`src/inc/fsml_defs.svh`:
```
// Offsets, field positions, reset values and codes of the fault mask block
`ifndef FSML_DEFS_SVH
`define FSML_DEFS_SVH

// ==================================================
// Register indices (byte address is four times the index)
`define FSML_IDX_SUPPLY_MASK 10'h047
`define FSML_IDX_CLOCK_MASK 10'h048
`define FSML_IDX_IRQ_STATUS 10'h060
`define FSML_IDX_IRQ_MASK 10'h061
`define FSML_IDX_SUPPLY_FLAGS 10'h062
`define FSML_IDX_CLOCK_FLAGS 10'h063

// ==================================================
// Supply mask field positions
`define FSML_ANA_SUPPLY_OVER_VOLT_MASK 15
`define FSML_ANA_SUPPLY_UNDER_VOLT_MASK 14
`define FSML_IO_SUPPLY_OVER_VOLT_MASK 13
`define FSML_IO_SUPPLY_UNDER_VOLT_MASK 12
`define FSML_DIG_SUPPLY_OVER_VOLT_MASK 11
`define FSML_DIG_SUPPLY_UNDER_VOLT_MASK 10
`define FSML_ANA_SUPPLY_OSCILLATION_MASK 9
`define FSML_IO_SUPPLY_OSCILLATION_MASK 8
`define FSML_DIG_SUPPLY_OSCILLATION_MASK 7
`define FSML_ANA_REG_OVERTEMP_WARN_MASK 6
`define FSML_IO_REG_OVERTEMP_WARN_MASK 5
`define FSML_ANA_REG_CURRENT_LIMIT_MASK 4
`define FSML_IO_REG_CURRENT_LIMIT_MASK 3
`define FSML_ANA_GROUND_A_DISCONNECT_MASK 2
`define FSML_ANA_GROUND_B_DISCONNECT_MASK 1
`define FSML_DIG_GROUND_DISCONNECT_MASK 0

// ==================================================
// Clock mask field positions and writable bits
`define FSML_MAIN_CLK_FREQ_RANGE_MASK 2
`define FSML_DIAG_OSC_WATCHDOG_MASK 1
`define FSML_MAIN_CLK_WATCHDOG_MASK 0
`define FSML_CLOCK_MASK_WRITABLE 16'hfc07
`define FSML_CLOCK_MASK_ACTIVE 3'h7

// ==================================================
// Interrupt status bits
`define FSML_IRQ_SUPPLY 0
`define FSML_IRQ_CLOCK 1

// ==================================================
// Reset values and bus codes
`define FSML_MASK_RESET 16'h0000
`define FSML_IRQ_RESET 2'h0
`define FSML_RESP_OKAY 2'h0
`define FSML_RESP_SLVERR 2'h2
`define FSML_DATA_ZERO 32'h0000_0000

`endif

```
`src/inc/fsml_pkg.sv`:
```
// Types shared by the fault mask block
package fsml_pkg;
  typedef logic [15:0] fsml_word16_t;
  typedef logic [1:0] fsml_resp_t;
  typedef logic [1:0] fsml_irq_t;
  typedef logic [9:0] fsml_index_t;
endpackage

```
`src/inc/fsml_mask_if.sv`:
```
// Flag, mask and summary bundle between the top and a reducer
`timescale 1ns/1ps
`default_nettype none
interface fsml_mask_if #(parameter int WIDTH = 16);
  logic [WIDTH-1:0] flags_n;
  logic [WIDTH-1:0] mask;
  logic summary_n;
  modport reducer (input flags_n, input mask, output summary_n);
  modport owner (output flags_n, output mask, input summary_n);
endinterface
`default_nettype wire

```
`src/hw/fault_summary_mask_logic.sv`:
```
// Fault summary mask registers with AXI4-Lite access and interrupt
//
// Design decision made here: the AXI4-Lite register port.
`timescale 1ns/1ps
`default_nettype none
`include "fsml_defs.svh"
module fault_summary_mask_logic
  import fsml_pkg::*;
(
  // Clock and reset
  input wire logic clk,
  input wire logic rst_b,
  // AXI4-Lite write address
  input wire logic [11:0] s_awaddr,
  input wire logic [2:0] s_awprot,
  input wire logic s_awvalid,
  output logic s_awready,
  // AXI4-Lite write data
  input wire logic [31:0] s_wdata,
  input wire logic [3:0] s_wstrb,
  input wire logic s_wvalid,
  output logic s_wready,
  // AXI4-Lite write response
  output logic [1:0] s_bresp,
  output logic s_bvalid,
  input wire logic s_bready,
  // AXI4-Lite read address
  input wire logic [11:0] s_araddr,
  input wire logic [2:0] s_arprot,
  input wire logic s_arvalid,
  output logic s_arready,
  // AXI4-Lite read data
  output logic [31:0] s_rdata,
  output logic [1:0] s_rresp,
  output logic s_rvalid,
  input wire logic s_rready,
  // Supply fault flags, active low
  input wire logic ana_supply_over_volt_flag_n,
  input wire logic ana_supply_under_volt_flag_n,
  input wire logic io_supply_over_volt_flag_n,
  input wire logic io_supply_under_volt_flag_n,
  input wire logic dig_supply_over_volt_flag_n,
  input wire logic dig_supply_under_volt_flag_n,
  input wire logic ana_supply_oscillation_flag_n,
  input wire logic io_supply_oscillation_flag_n,
  input wire logic dig_supply_oscillation_flag_n,
  input wire logic ana_reg_overtemp_warn_flag_n,
  input wire logic io_reg_overtemp_warn_flag_n,
  input wire logic ana_reg_current_limit_flag_n,
  input wire logic io_reg_current_limit_flag_n,
  input wire logic ana_ground_a_disconnect_flag_n,
  input wire logic ana_ground_b_disconnect_flag_n,
  input wire logic dig_ground_disconnect_flag_n,
  // Clock fault flags, active low
  input wire logic main_clk_freq_range_flag_n,
  input wire logic diag_osc_watchdog_flag_n,
  input wire logic main_clk_watchdog_flag_n,
  // Summary flags and interrupt
  output logic supply_summary_fault_n,
  output logic clock_summary_fault_n,
  output logic irq
);

  // ==================================================
  // Declarations
  fsml_word16_t supply_fault_mask_reg;
  fsml_word16_t supply_fault_mask_next;
  fsml_word16_t clock_fault_mask_reg;
  fsml_word16_t clock_fault_mask_next;
  fsml_irq_t irq_status_reg;
  fsml_irq_t irq_status_next;
  fsml_irq_t irq_mask_reg;
  fsml_irq_t irq_mask_next;
  fsml_irq_t irq_set;
  fsml_irq_t irq_clr;
  logic supply_prev_reg;
  logic clock_prev_reg;
  fsml_word16_t sup_flags_n;
  logic [2:0] clk_flags_n;
  fsml_word16_t strobe_mask;
  logic aw_held_reg;
  logic w_held_reg;
  logic [11:0] awaddr_reg;
  logic [31:0] wdata_reg;
  logic [3:0] wstrb_reg;
  logic aw_fire;
  logic w_fire;
  logic do_write;
  logic [11:0] wr_addr;
  logic [31:0] wr_data;
  logic [3:0] wr_strb;
  fsml_index_t wr_idx;
  fsml_index_t rd_idx;
  logic bvalid_reg;
  fsml_resp_t bresp_reg;
  logic rvalid_reg;
  fsml_resp_t rresp_reg;
  logic [31:0] rdata_reg;
  logic [31:0] rd_word;
  fsml_resp_t rd_resp;
  logic ar_fire;

  fsml_mask_if #(.WIDTH(16)) sup_bus ();
  fsml_mask_if #(.WIDTH(3)) clk_bus ();

  // ==================================================
  // Source flag vectors, positioned as their mask bits
  assign sup_flags_n[`FSML_ANA_SUPPLY_OVER_VOLT_MASK] =
    ana_supply_over_volt_flag_n;
  assign sup_flags_n[`FSML_ANA_SUPPLY_UNDER_VOLT_MASK] =
    ana_supply_under_volt_flag_n;
  assign sup_flags_n[`FSML_IO_SUPPLY_OVER_VOLT_MASK] =
    io_supply_over_volt_flag_n;
  assign sup_flags_n[`FSML_IO_SUPPLY_UNDER_VOLT_MASK] =
    io_supply_under_volt_flag_n;
  assign sup_flags_n[`FSML_DIG_SUPPLY_OVER_VOLT_MASK] =
    dig_supply_over_volt_flag_n;
  assign sup_flags_n[`FSML_DIG_SUPPLY_UNDER_VOLT_MASK] =
    dig_supply_under_volt_flag_n;
  assign sup_flags_n[`FSML_ANA_SUPPLY_OSCILLATION_MASK] =
    ana_supply_oscillation_flag_n;
  assign sup_flags_n[`FSML_IO_SUPPLY_OSCILLATION_MASK] =
    io_supply_oscillation_flag_n;
  assign sup_flags_n[`FSML_DIG_SUPPLY_OSCILLATION_MASK] =
    dig_supply_oscillation_flag_n;
  assign sup_flags_n[`FSML_ANA_REG_OVERTEMP_WARN_MASK] =
    ana_reg_overtemp_warn_flag_n;
  assign sup_flags_n[`FSML_IO_REG_OVERTEMP_WARN_MASK] =
    io_reg_overtemp_warn_flag_n;
  assign sup_flags_n[`FSML_ANA_REG_CURRENT_LIMIT_MASK] =
    ana_reg_current_limit_flag_n;
  assign sup_flags_n[`FSML_IO_REG_CURRENT_LIMIT_MASK] =
    io_reg_current_limit_flag_n;
  assign sup_flags_n[`FSML_ANA_GROUND_A_DISCONNECT_MASK] =
    ana_ground_a_disconnect_flag_n;
  assign sup_flags_n[`FSML_ANA_GROUND_B_DISCONNECT_MASK] =
    ana_ground_b_disconnect_flag_n;
  assign sup_flags_n[`FSML_DIG_GROUND_DISCONNECT_MASK] =
    dig_ground_disconnect_flag_n;
  assign clk_flags_n[`FSML_MAIN_CLK_FREQ_RANGE_MASK] =
    main_clk_freq_range_flag_n;
  assign clk_flags_n[`FSML_DIAG_OSC_WATCHDOG_MASK] =
    diag_osc_watchdog_flag_n;
  assign clk_flags_n[`FSML_MAIN_CLK_WATCHDOG_MASK] =
    main_clk_watchdog_flag_n;

  // ==================================================
  // Masked reduction into the two summaries
  assign sup_bus.flags_n = sup_flags_n;
  assign sup_bus.mask = supply_fault_mask_reg;
  assign clk_bus.flags_n = clk_flags_n;
  // Reserved clock mask bits never reach the reducer
  assign clk_bus.mask = clock_fault_mask_reg[2:0];

  fsml_mask_reduce u_supply_reduce (
    .clk(clk),
    .rst_b(rst_b),
    .bus(sup_bus.reducer)
  );

  fsml_mask_reduce u_clock_reduce (
    .clk(clk),
    .rst_b(rst_b),
    .bus(clk_bus.reducer)
  );

  assign supply_summary_fault_n = sup_bus.summary_n;
  assign clock_summary_fault_n = clk_bus.summary_n;

  // ==================================================
  // Write channel capture, either order
  assign s_awready = !aw_held_reg && !bvalid_reg;
  assign s_wready = !w_held_reg && !bvalid_reg;
  assign aw_fire = s_awvalid && s_awready;
  assign w_fire = s_wvalid && s_wready;
  assign wr_addr = aw_held_reg ? awaddr_reg : s_awaddr;
  assign wr_data = w_held_reg ? wdata_reg : s_wdata;
  assign wr_strb = w_held_reg ? wstrb_reg : s_wstrb;
  assign do_write = (aw_held_reg || aw_fire) && (w_held_reg || w_fire);
  assign wr_idx = wr_addr[11:2];
  assign strobe_mask = {{8{wr_strb[1]}}, {8{wr_strb[0]}}};

  always_ff @(posedge clk or negedge rst_b) begin
    if (!rst_b) begin
      aw_held_reg <= 1'b0;
      awaddr_reg <= 12'h000;
    end else if (do_write) begin
      aw_held_reg <= 1'b0;
    end else if (aw_fire) begin
      aw_held_reg <= 1'b1;
      awaddr_reg <= s_awaddr;
    end
  end

  always_ff @(posedge clk or negedge rst_b) begin
    if (!rst_b) begin
      w_held_reg <= 1'b0;
      wdata_reg <= `FSML_DATA_ZERO;
      wstrb_reg <= 4'h0;
    end else if (do_write) begin
      w_held_reg <= 1'b0;
    end else if (w_fire) begin
      w_held_reg <= 1'b1;
      wdata_reg <= s_wdata;
      wstrb_reg <= s_wstrb;
    end
  end

  // ==================================================
  // Write response
  always_ff @(posedge clk or negedge rst_b) begin
    if (!rst_b) begin
      bvalid_reg <= 1'b0;
      bresp_reg <= `FSML_RESP_OKAY;
    end else if (do_write) begin
      bvalid_reg <= 1'b1;
      unique case (wr_idx)
        `FSML_IDX_SUPPLY_MASK,
        `FSML_IDX_CLOCK_MASK,
        `FSML_IDX_IRQ_STATUS,
        `FSML_IDX_IRQ_MASK,
        `FSML_IDX_SUPPLY_FLAGS,
        `FSML_IDX_CLOCK_FLAGS: bresp_reg <= `FSML_RESP_OKAY;
        default: bresp_reg <= `FSML_RESP_SLVERR;
      endcase
    end else if (s_bready) begin
      bvalid_reg <= 1'b0;
    end
  end

  assign s_bvalid = bvalid_reg;
  assign s_bresp = bresp_reg;

  // ==================================================
  // Mask registers
  always_comb begin
    supply_fault_mask_next = supply_fault_mask_reg;
    if (do_write && wr_idx == `FSML_IDX_SUPPLY_MASK) begin
      supply_fault_mask_next = (supply_fault_mask_reg & ~strobe_mask) |
        (wr_data[15:0] & strobe_mask);
    end
  end

  always_ff @(posedge clk or negedge rst_b) begin
    if (!rst_b) begin
      supply_fault_mask_reg <= `FSML_MASK_RESET;
    end else begin
      supply_fault_mask_reg <= supply_fault_mask_next;
    end
  end

  // Bits 15:10 are stored as written; software keeps them zero
  always_comb begin
    clock_fault_mask_next = clock_fault_mask_reg;
    if (do_write && wr_idx == `FSML_IDX_CLOCK_MASK) begin
      clock_fault_mask_next = ((clock_fault_mask_reg & ~strobe_mask) |
        (wr_data[15:0] & strobe_mask)) & `FSML_CLOCK_MASK_WRITABLE;
    end
  end

  always_ff @(posedge clk or negedge rst_b) begin
    if (!rst_b) begin
      clock_fault_mask_reg <= `FSML_MASK_RESET;
    end else begin
      clock_fault_mask_reg <= clock_fault_mask_next;
    end
  end

  // ==================================================
  // Interrupt: summary falling edge sets a sticky bit
  always_ff @(posedge clk or negedge rst_b) begin
    if (!rst_b) begin
      supply_prev_reg <= 1'b1;
      clock_prev_reg <= 1'b1;
    end else begin
      supply_prev_reg <= sup_bus.summary_n;
      clock_prev_reg <= clk_bus.summary_n;
    end
  end

  assign irq_set[`FSML_IRQ_SUPPLY] = supply_prev_reg && !sup_bus.summary_n;
  assign irq_set[`FSML_IRQ_CLOCK] = clock_prev_reg && !clk_bus.summary_n;
  assign irq_clr = (do_write && wr_idx == `FSML_IDX_IRQ_STATUS &&
    wr_strb[0]) ? wr_data[1:0] : `FSML_IRQ_RESET;

  // Set beats clear so an edge landing on a clear is kept
  assign irq_status_next = (irq_status_reg & ~irq_clr) | irq_set;

  always_ff @(posedge clk or negedge rst_b) begin
    if (!rst_b) begin
      irq_status_reg <= `FSML_IRQ_RESET;
    end else begin
      irq_status_reg <= irq_status_next;
    end
  end

  assign irq_mask_next = (do_write && wr_idx == `FSML_IDX_IRQ_MASK &&
    wr_strb[0]) ? wr_data[1:0] : irq_mask_reg;

  always_ff @(posedge clk or negedge rst_b) begin
    if (!rst_b) begin
      irq_mask_reg <= `FSML_IRQ_RESET;
      irq <= 1'b0;
    end else begin
      irq_mask_reg <= irq_mask_next;
      irq <= |(irq_status_next & irq_mask_next);
    end
  end

  // ==================================================
  // Read channel
  assign s_arready = !rvalid_reg;
  assign ar_fire = s_arvalid && s_arready;
  assign rd_idx = s_araddr[11:2];

  always_comb begin
    rd_word = `FSML_DATA_ZERO;
    rd_resp = `FSML_RESP_OKAY;
    unique case (rd_idx)
      `FSML_IDX_SUPPLY_MASK: rd_word[15:0] = supply_fault_mask_reg;
      `FSML_IDX_CLOCK_MASK:
        rd_word[15:0] = clock_fault_mask_reg &
          `FSML_CLOCK_MASK_WRITABLE;
      `FSML_IDX_IRQ_STATUS: rd_word[1:0] = irq_status_reg;
      `FSML_IDX_IRQ_MASK: rd_word[1:0] = irq_mask_reg;
      // Raw flags read unmasked: masking never alters the sources
      `FSML_IDX_SUPPLY_FLAGS: rd_word[15:0] = sup_flags_n;
      `FSML_IDX_CLOCK_FLAGS:
        rd_word[4:0] = {clk_bus.summary_n, sup_bus.summary_n,
          clk_flags_n};
      default: rd_resp = `FSML_RESP_SLVERR;
    endcase
  end

  always_ff @(posedge clk or negedge rst_b) begin
    if (!rst_b) begin
      rvalid_reg <= 1'b0;
      rresp_reg <= `FSML_RESP_OKAY;
      rdata_reg <= `FSML_DATA_ZERO;
    end else if (ar_fire) begin
      rvalid_reg <= 1'b1;
      rresp_reg <= rd_resp;
      rdata_reg <= rd_word;
    end else if (s_rready) begin
      rvalid_reg <= 1'b0;
    end
  end

  assign s_rvalid = rvalid_reg;
  assign s_rresp = rresp_reg;
  assign s_rdata = rdata_reg;

endmodule
`default_nettype wire

```
`src/hw/fsml_mask_reduce.sv`:
```
// Registered masked AND-reduction of active-low fault flags
`timescale 1ns/1ps
`default_nettype none
module fsml_mask_reduce
  import fsml_pkg::*;
(
  // Clock and reset
  input wire logic clk,
  input wire logic rst_b,
  // Flags, mask and summary
  fsml_mask_if.reducer bus
);
  logic summary_reg;
  logic summary_next;

  // A set mask bit forces its flag to the idle (high) level
  assign summary_next = &(bus.flags_n | bus.mask);

  always_ff @(posedge clk or negedge rst_b) begin
    if (!rst_b) begin
      summary_reg <= 1'b1;
    end else begin
      summary_reg <= summary_next;
    end
  end

  assign bus.summary_n = summary_reg;
endmodule
`default_nettype wire

```
`config.mk`:
```
export PLATFORM = sky130hd
export DESIGN_NAME = fault_summary_mask_logic
export DESIGN_NICKNAME = d
export VERILOG_FILES = /design/src/inc/fsml_pkg.sv /design/src/inc/fsml_mask_if.sv /design/src/hw/fault_summary_mask_logic.sv /design/src/hw/fsml_mask_reduce.sv
export VERILOG_INCLUDE_DIRS = /design/src /design/src/inc
export SDC_FILE = /design/constraint.sdc
export NUM_CORES = 1
export LEC_CHECK = 0
export ABC_AREA = 1
export BUFFER_PORTS_ARGS = -buffer_cell sky130_fd_sc_hd__buf_4
export CAP_MARGIN = 20
export CORE_MARGIN = 1.5
export CORE_UTILIZATION = 43
export CTS_CLUSTER_SIZE = 40
export DETAILED_ROUTE_END_ITERATION = 6
export PLACE_DENSITY = 0.71
export SETUP_SLACK_MARGIN = 0.4
export SLEW_MARGIN = 20
export SYNTH_ARGS = -nofsm -noshare
export SYNTH_HDL_FRONTEND = slang
export SYNTH_SLANG_ARGS = --single-unit
```
`constraint.sdc`:
```
create_clock -name clk -period 2.9 [get_ports clk]
set_input_delay 0.58 -clock clk [delete_from_list [all_inputs] [get_ports clk]]
set_output_delay 0.58 -clock clk [all_outputs]
set_load 0.03 [all_outputs]
```
# Word-level counts from Yosys, hierarchy flattened
# Index checks and enable logic that the tools add are counted.
[op_classes] n_eq_ne=12 n_mux=18 bitwise=13 n_reduce_logical=33
[op_table] cell="equality test 10 x 7 -> 1 bit, second input constant" count=12
[op_table] cell="bitwise AND 16 bit" count=3
[op_table] cell="bitwise OR 16 bit" count=3
[op_table] cell="case mux 11 bit (3 select lines)" count=1
[op_table] cell="two-way mux 16 bit" count=1
[op_table] cell="inverter 16 bit" count=1
[op_table] cell="AND reduction 16 bit" count=1
[op_table] cell="logical AND 1 bit" count=14
[op_table] cell="two-way mux 12 bit" count=1
[op_table] cell="case mux 2 bit (6 select lines)" count=1
[op_table] cell="case mux 3 bit (4 select lines)" count=1
[op_table] cell="OR reduction 6 bit" count=2
[op_table] cell="two-way mux 2 bit" count=5
[op_table] cell="two-way mux 1 bit" count=8
[op_table] cell="nonzero test 2 bit" count=4
[op_table] cell="zero test 1 bit" count=6
[op_table] cell="bitwise AND 2 bit" count=2
[op_table] cell="AND reduction 2 bit" count=2
[op_table] cell="bitwise OR 3 bit" count=1
[op_table] cell="AND reduction 3 bit" count=1
[op_table] cell="logical OR 1 bit" count=2
[op_table] cell="inverter 2 bit" count=1
[op_table] cell="bitwise OR 2 bit" count=1
[op_table] cell="OR reduction 2 bit" count=1
[op_table] cell="inverter 1 bit" count=1
[totals] register_bits=88 out_inout_bits=44 elab_cells=95

# Longest topological paths before layout
[logic_depth] ltp_word=13 depth_mapped=11 mapped_depth_nobuf=11

# Hierarchy
# A second synthesis with hierarchy kept.
[unflattened] cells_unflattened=612 hier_area_um2=4558.1
[modules_own_cells] module="fault_summary_mask_logic" n_inst=1 cells_per_inst=541 area_each_um2=4242.8
[modules_own_cells] module="fsml_mask_reduce at u_supply_reduce" n_inst=1 cells_per_inst=61 area_each_um2=252.7
[modules_own_cells] module="fsml_mask_reduce at u_clock_reduce" n_inst=1 cells_per_inst=10 area_each_um2=62.6

# Worst setup path before layout
# OpenSTA, ideal clock, no wires.
[synth_timing] path_kind="reg2reg" from="register bvalid_reg (netlist: s_bvalid)" to="register wdata_reg[13]" setup_ns=0.131 arrival_ns=1.714 required_time_ns=2.769 setup_slack_ns=1.055 stages_incl_launch_ff=6 period_less_slack_ns=1.845 path_cell_list="dfrtp_1 nor2_1 nand3_1 clkbuf_1 nand2_1 o21ai_0"
[synth_via] elab_chain_cells=7
[synth_rtl] element="from (decl)" line_no="fault_summary_mask_logic.sv:94" source="logic bvalid_reg;"
[synth_rtl] element="from (signal assigned)" line_no="fault_summary_mask_logic.sv:213" source="bvalid_reg <= 1'b0;"
[synth_rtl] element="from (signal assigned)" line_no="fault_summary_mask_logic.sv:216" source="bvalid_reg <= 1'b1;"
[synth_rtl] element="from (signal assigned)" line_no="fault_summary_mask_logic.sv:227" source="bvalid_reg <= 1'b0;"
[synth_rtl] element="zero test 1 bit (*)" line_no="fault_summary_mask_logic.sv:173" source="assign s_wready = !w_held_reg && !bvalid_reg;"
[synth_rtl] element="logical AND 1 bit (*)" line_no="fault_summary_mask_logic.sv:173"
[synth_rtl] element="named net s_wready" line_no="fault_summary_mask_logic.sv:22" source="output logic s_wready,"
[synth_rtl] element="logical AND 1 bit (*)" line_no="fault_summary_mask_logic.sv:175" source="assign w_fire = s_wvalid && s_wready;"
[synth_rtl] element="logical OR 1 bit" line_no="fault_summary_mask_logic.sv:179" source="assign do_write = (aw_held_reg || aw_fire) && (w_held_reg || w_fire);"
[synth_rtl] element="logical AND 1 bit" line_no="fault_summary_mask_logic.sv:179"
[synth_rtl] element="inverter 1 bit (no line)"
[synth_rtl] element="AND reduction 2 bit (no line) (*)"
[synth_rtl] element="to (signal assigned)" line_no="fault_summary_mask_logic.sv:198" source="wdata_reg <= `FSML_DATA_ZERO;"
[synth_rtl] element="to (signal assigned)" line_no="fault_summary_mask_logic.sv:204" source="wdata_reg <= s_wdata;"
[synth_rtl] element="to (decl)" line_no="fault_summary_mask_logic.sv:84" source="logic [31:0] wdata_reg;"
# Mark *: on every way through the listed nets, which the timed path passes. The rest lies on a longest branch.
# A chain may end at the register's enable or synchronous reset.

==> metrics <==
status=finished clean; Ys Warns=0; htree depth=3; Worst-Margin Slew=0.7413 ns; vias in the first global route=roughly 3,600; DR iter-0 viols=about 200; fin. max-slew vios=0; Pre-antenna DRT Iters=4; post-synth top area share=a little under half; dominant cell type by area after synthesis=dfrtp_1; GPL Wtd Cong=approximately 0.85; Worst Path Required=around 3.1 ns; Hold WS=between 0.15 and 0.2 ns; drt wl/cell=approximately 12 um; slew margin rel.=just over 50%; clk slew on worst S/H paths=roughly 0.090 ns; max cap viols=0; FF-to-FF Start=aw_held_reg; Mapped Cells=between 500 and 600; LEAKAGE=between 0.002 and 0.003 uW; Setup CP Type=reg -> reg; setup_tns=0 ns; setup bufs post-CTS=0; Starting Density=approximately 45%; most frequent cell after synthesis=nand2_1; Routed Antenna Nets=0; first-pass GRT wire length=16.76 mm; CTS resizes=0; CORE AREA=around 9900 um2; CTS tree=yes; post-synthesis async set-or-reset flop share=100.0%; worst-skew pair later-pin latency=0.36 ns; crit path launch type=flip-flop; post-synthesis sequential area ratio=between 40% and 50%; vias per std cell=4.860; DRC=0; Overall Global Routing Usage=18.74%; IO buf count=89; Synth area leaders=dfrtp_1 45%, nand2_1 14%, o21ai_0 6.5%; VDD IR max=0.0005105 V; Synth Register Bits=84; synth unique cells=34; Post-synth EDFFs=0; global route overflow=0; Clock Skew=between 0.01 and 0.015 ns; Std-Cell Rows=36; Cell Area, Synth=approximately 4400 um2; largest net degree at the start of global routing=48; IO Count=around 140; Tmin final=between 2 and 2.5 ns; diode count=0; DP Wirelength=7.537 mm; fin nets=between 700 and 800; Worst R2R Setup Slack=about 0.83 ns; CTS Root Cell=clkbuf_8; full die area=about 11,000 um2; Final setup viols=0; Data arrival, critical path=2.31 ns; clk sink count=84; Post-CTS Hold Buffers=0; Hold WC Path Type=in -> async; fillers=roughly 960; Main synth FF type=dfrtp_1; total CTS buffers=9; share of cells above drive strength 1=a little under a quarter; Post-Synthesis Mean Instance Area=slightly below 8 um2; initial antenna violation count=0; Max Clock Freq=about 0.48 GHz; WL final=about 10 mm; Hold Vio Cnt, Final=0; Critical Path Sink Type=flip-flop; CTS Buffer Depth=2; fin crit share=between 70% and 80%; Die Ht=between 100 and 150 um; Area growth syn-to-layout=20.21%; vias=between 3,000 and 4,000; Worst Reg-to-Reg Cells=7; RSZ-0062 raised after global routing=false; crit path max fanout=16; power density over cell area=643.6 nW/um2; top cells by count, synth=168 x nand2_1, 80 x dfrtp_1, 75 x inv_1; chip width=approximately 100 um
power breakdown:
group	leakage, uW	internal (uW)	switching, uW
Clock	0.0000795	319	444
Sequential	0.00107	1410	154
Combinational	0.00162	368	719
per-layer routing:
layer,global-route usage (%),vias to the layer above,wire length [um]
li1,-,1932,-
met4,7.837,0,216
met5,0,-,0
met3,3.321,20,436
met1,26.69,1748,4906
met2,28.05,115,4215
worst max-delay path by stage:
stage / startpoint / slack, ns / end / cells after the start
after floorplan: s_bvalid / 1.06 / wdata_reg[13] / 5
after global placement: s_araddr[11] / 0.75 / s_rdata[2] / 8
after detailed placement: s_araddr[11] / 0.65 / s_rdata[2] / 8
after CTS: aw_held_reg / 0.84 / flip-flop / 7
after global routing: aw_held_reg / 0.58 / flip-flop / 9
final: aw_held_reg / 0.83 / flip-flop / 7
stage by stage:
step / power (uW) / cells / setup slack [ns] / cell area (um2) / utilization, %
after CTS: 3442 / 785 / 0.8365 / 5306 / 53.79
after global placement: 2622 / 769 / 0.7535 / 5130 / 52.00
after floorplan: 2344 / 577 / 1.055 / 4478 / -
after detailed placement: 2675 / 769 / 0.6531 / 5130 / 52.00
final: 3415 / 785 / 0.8350 / 5306 / 53.79
after global routing: 3659 / 785 / 0.5773 / 5306 / 53.79
cell type report:
cell class | count | area (um2) | area share [%]
timing repair buffer | 94 | 718.2 | 13.53
sequential | 84 | 2107 | 39.71
multi-input combinational | 381 | 1849 | 34.85
clock buffer | 10 | 127.6 | 2.405
clock inverter | 6 | 48.80 | 0.9196
inverter | 77 | 289.0 | 5.447
tap | 133 | 166.4 | 3.136
kinds of logic after synthesis:
group                  Yosys count  synth area share [%]
other                            1               0.08495
DFF                             84                 47.73
muxes                            3                0.7653
AOI/OAI and AO/OA              108                 15.56
buffers and inverters          112                 11.82
and+or+nand+nor                252                 24.04
layout by cell type (no fill, tap or decap), types with 2 or more instances in the layout:
cell and n:
inv_1 75, nand3_2 2, conb_1 18, nand2_1 168, nand3_1 35, dfstp_2 4
clkbuf_8 9, o22a_1 2, inv_6 2, dfrtp_1 80, buf_4 93, nand2_2 3
a21oi_1 5, o22ai_1 6, nor3_1 3, mux2_2 3, clkinvlp_4 3, o21ai_0 57
o21ai_2 25, a22oi_1 5, inv_2 2, nand4_1 8, nor2_1 28, o211ai_1 3
critical path: stages, from the launching register on:
cell	delay, ns
dfrtp_1	0.61
inv_2	0.16
o21ai_2	0.12
nand2_2	0.16
a211oi_2	0.25
nand3_2	0.39
nand2_1	0.19
o21ai_2	0.07
No activity file was read; power rests on OpenSTA's default activity.
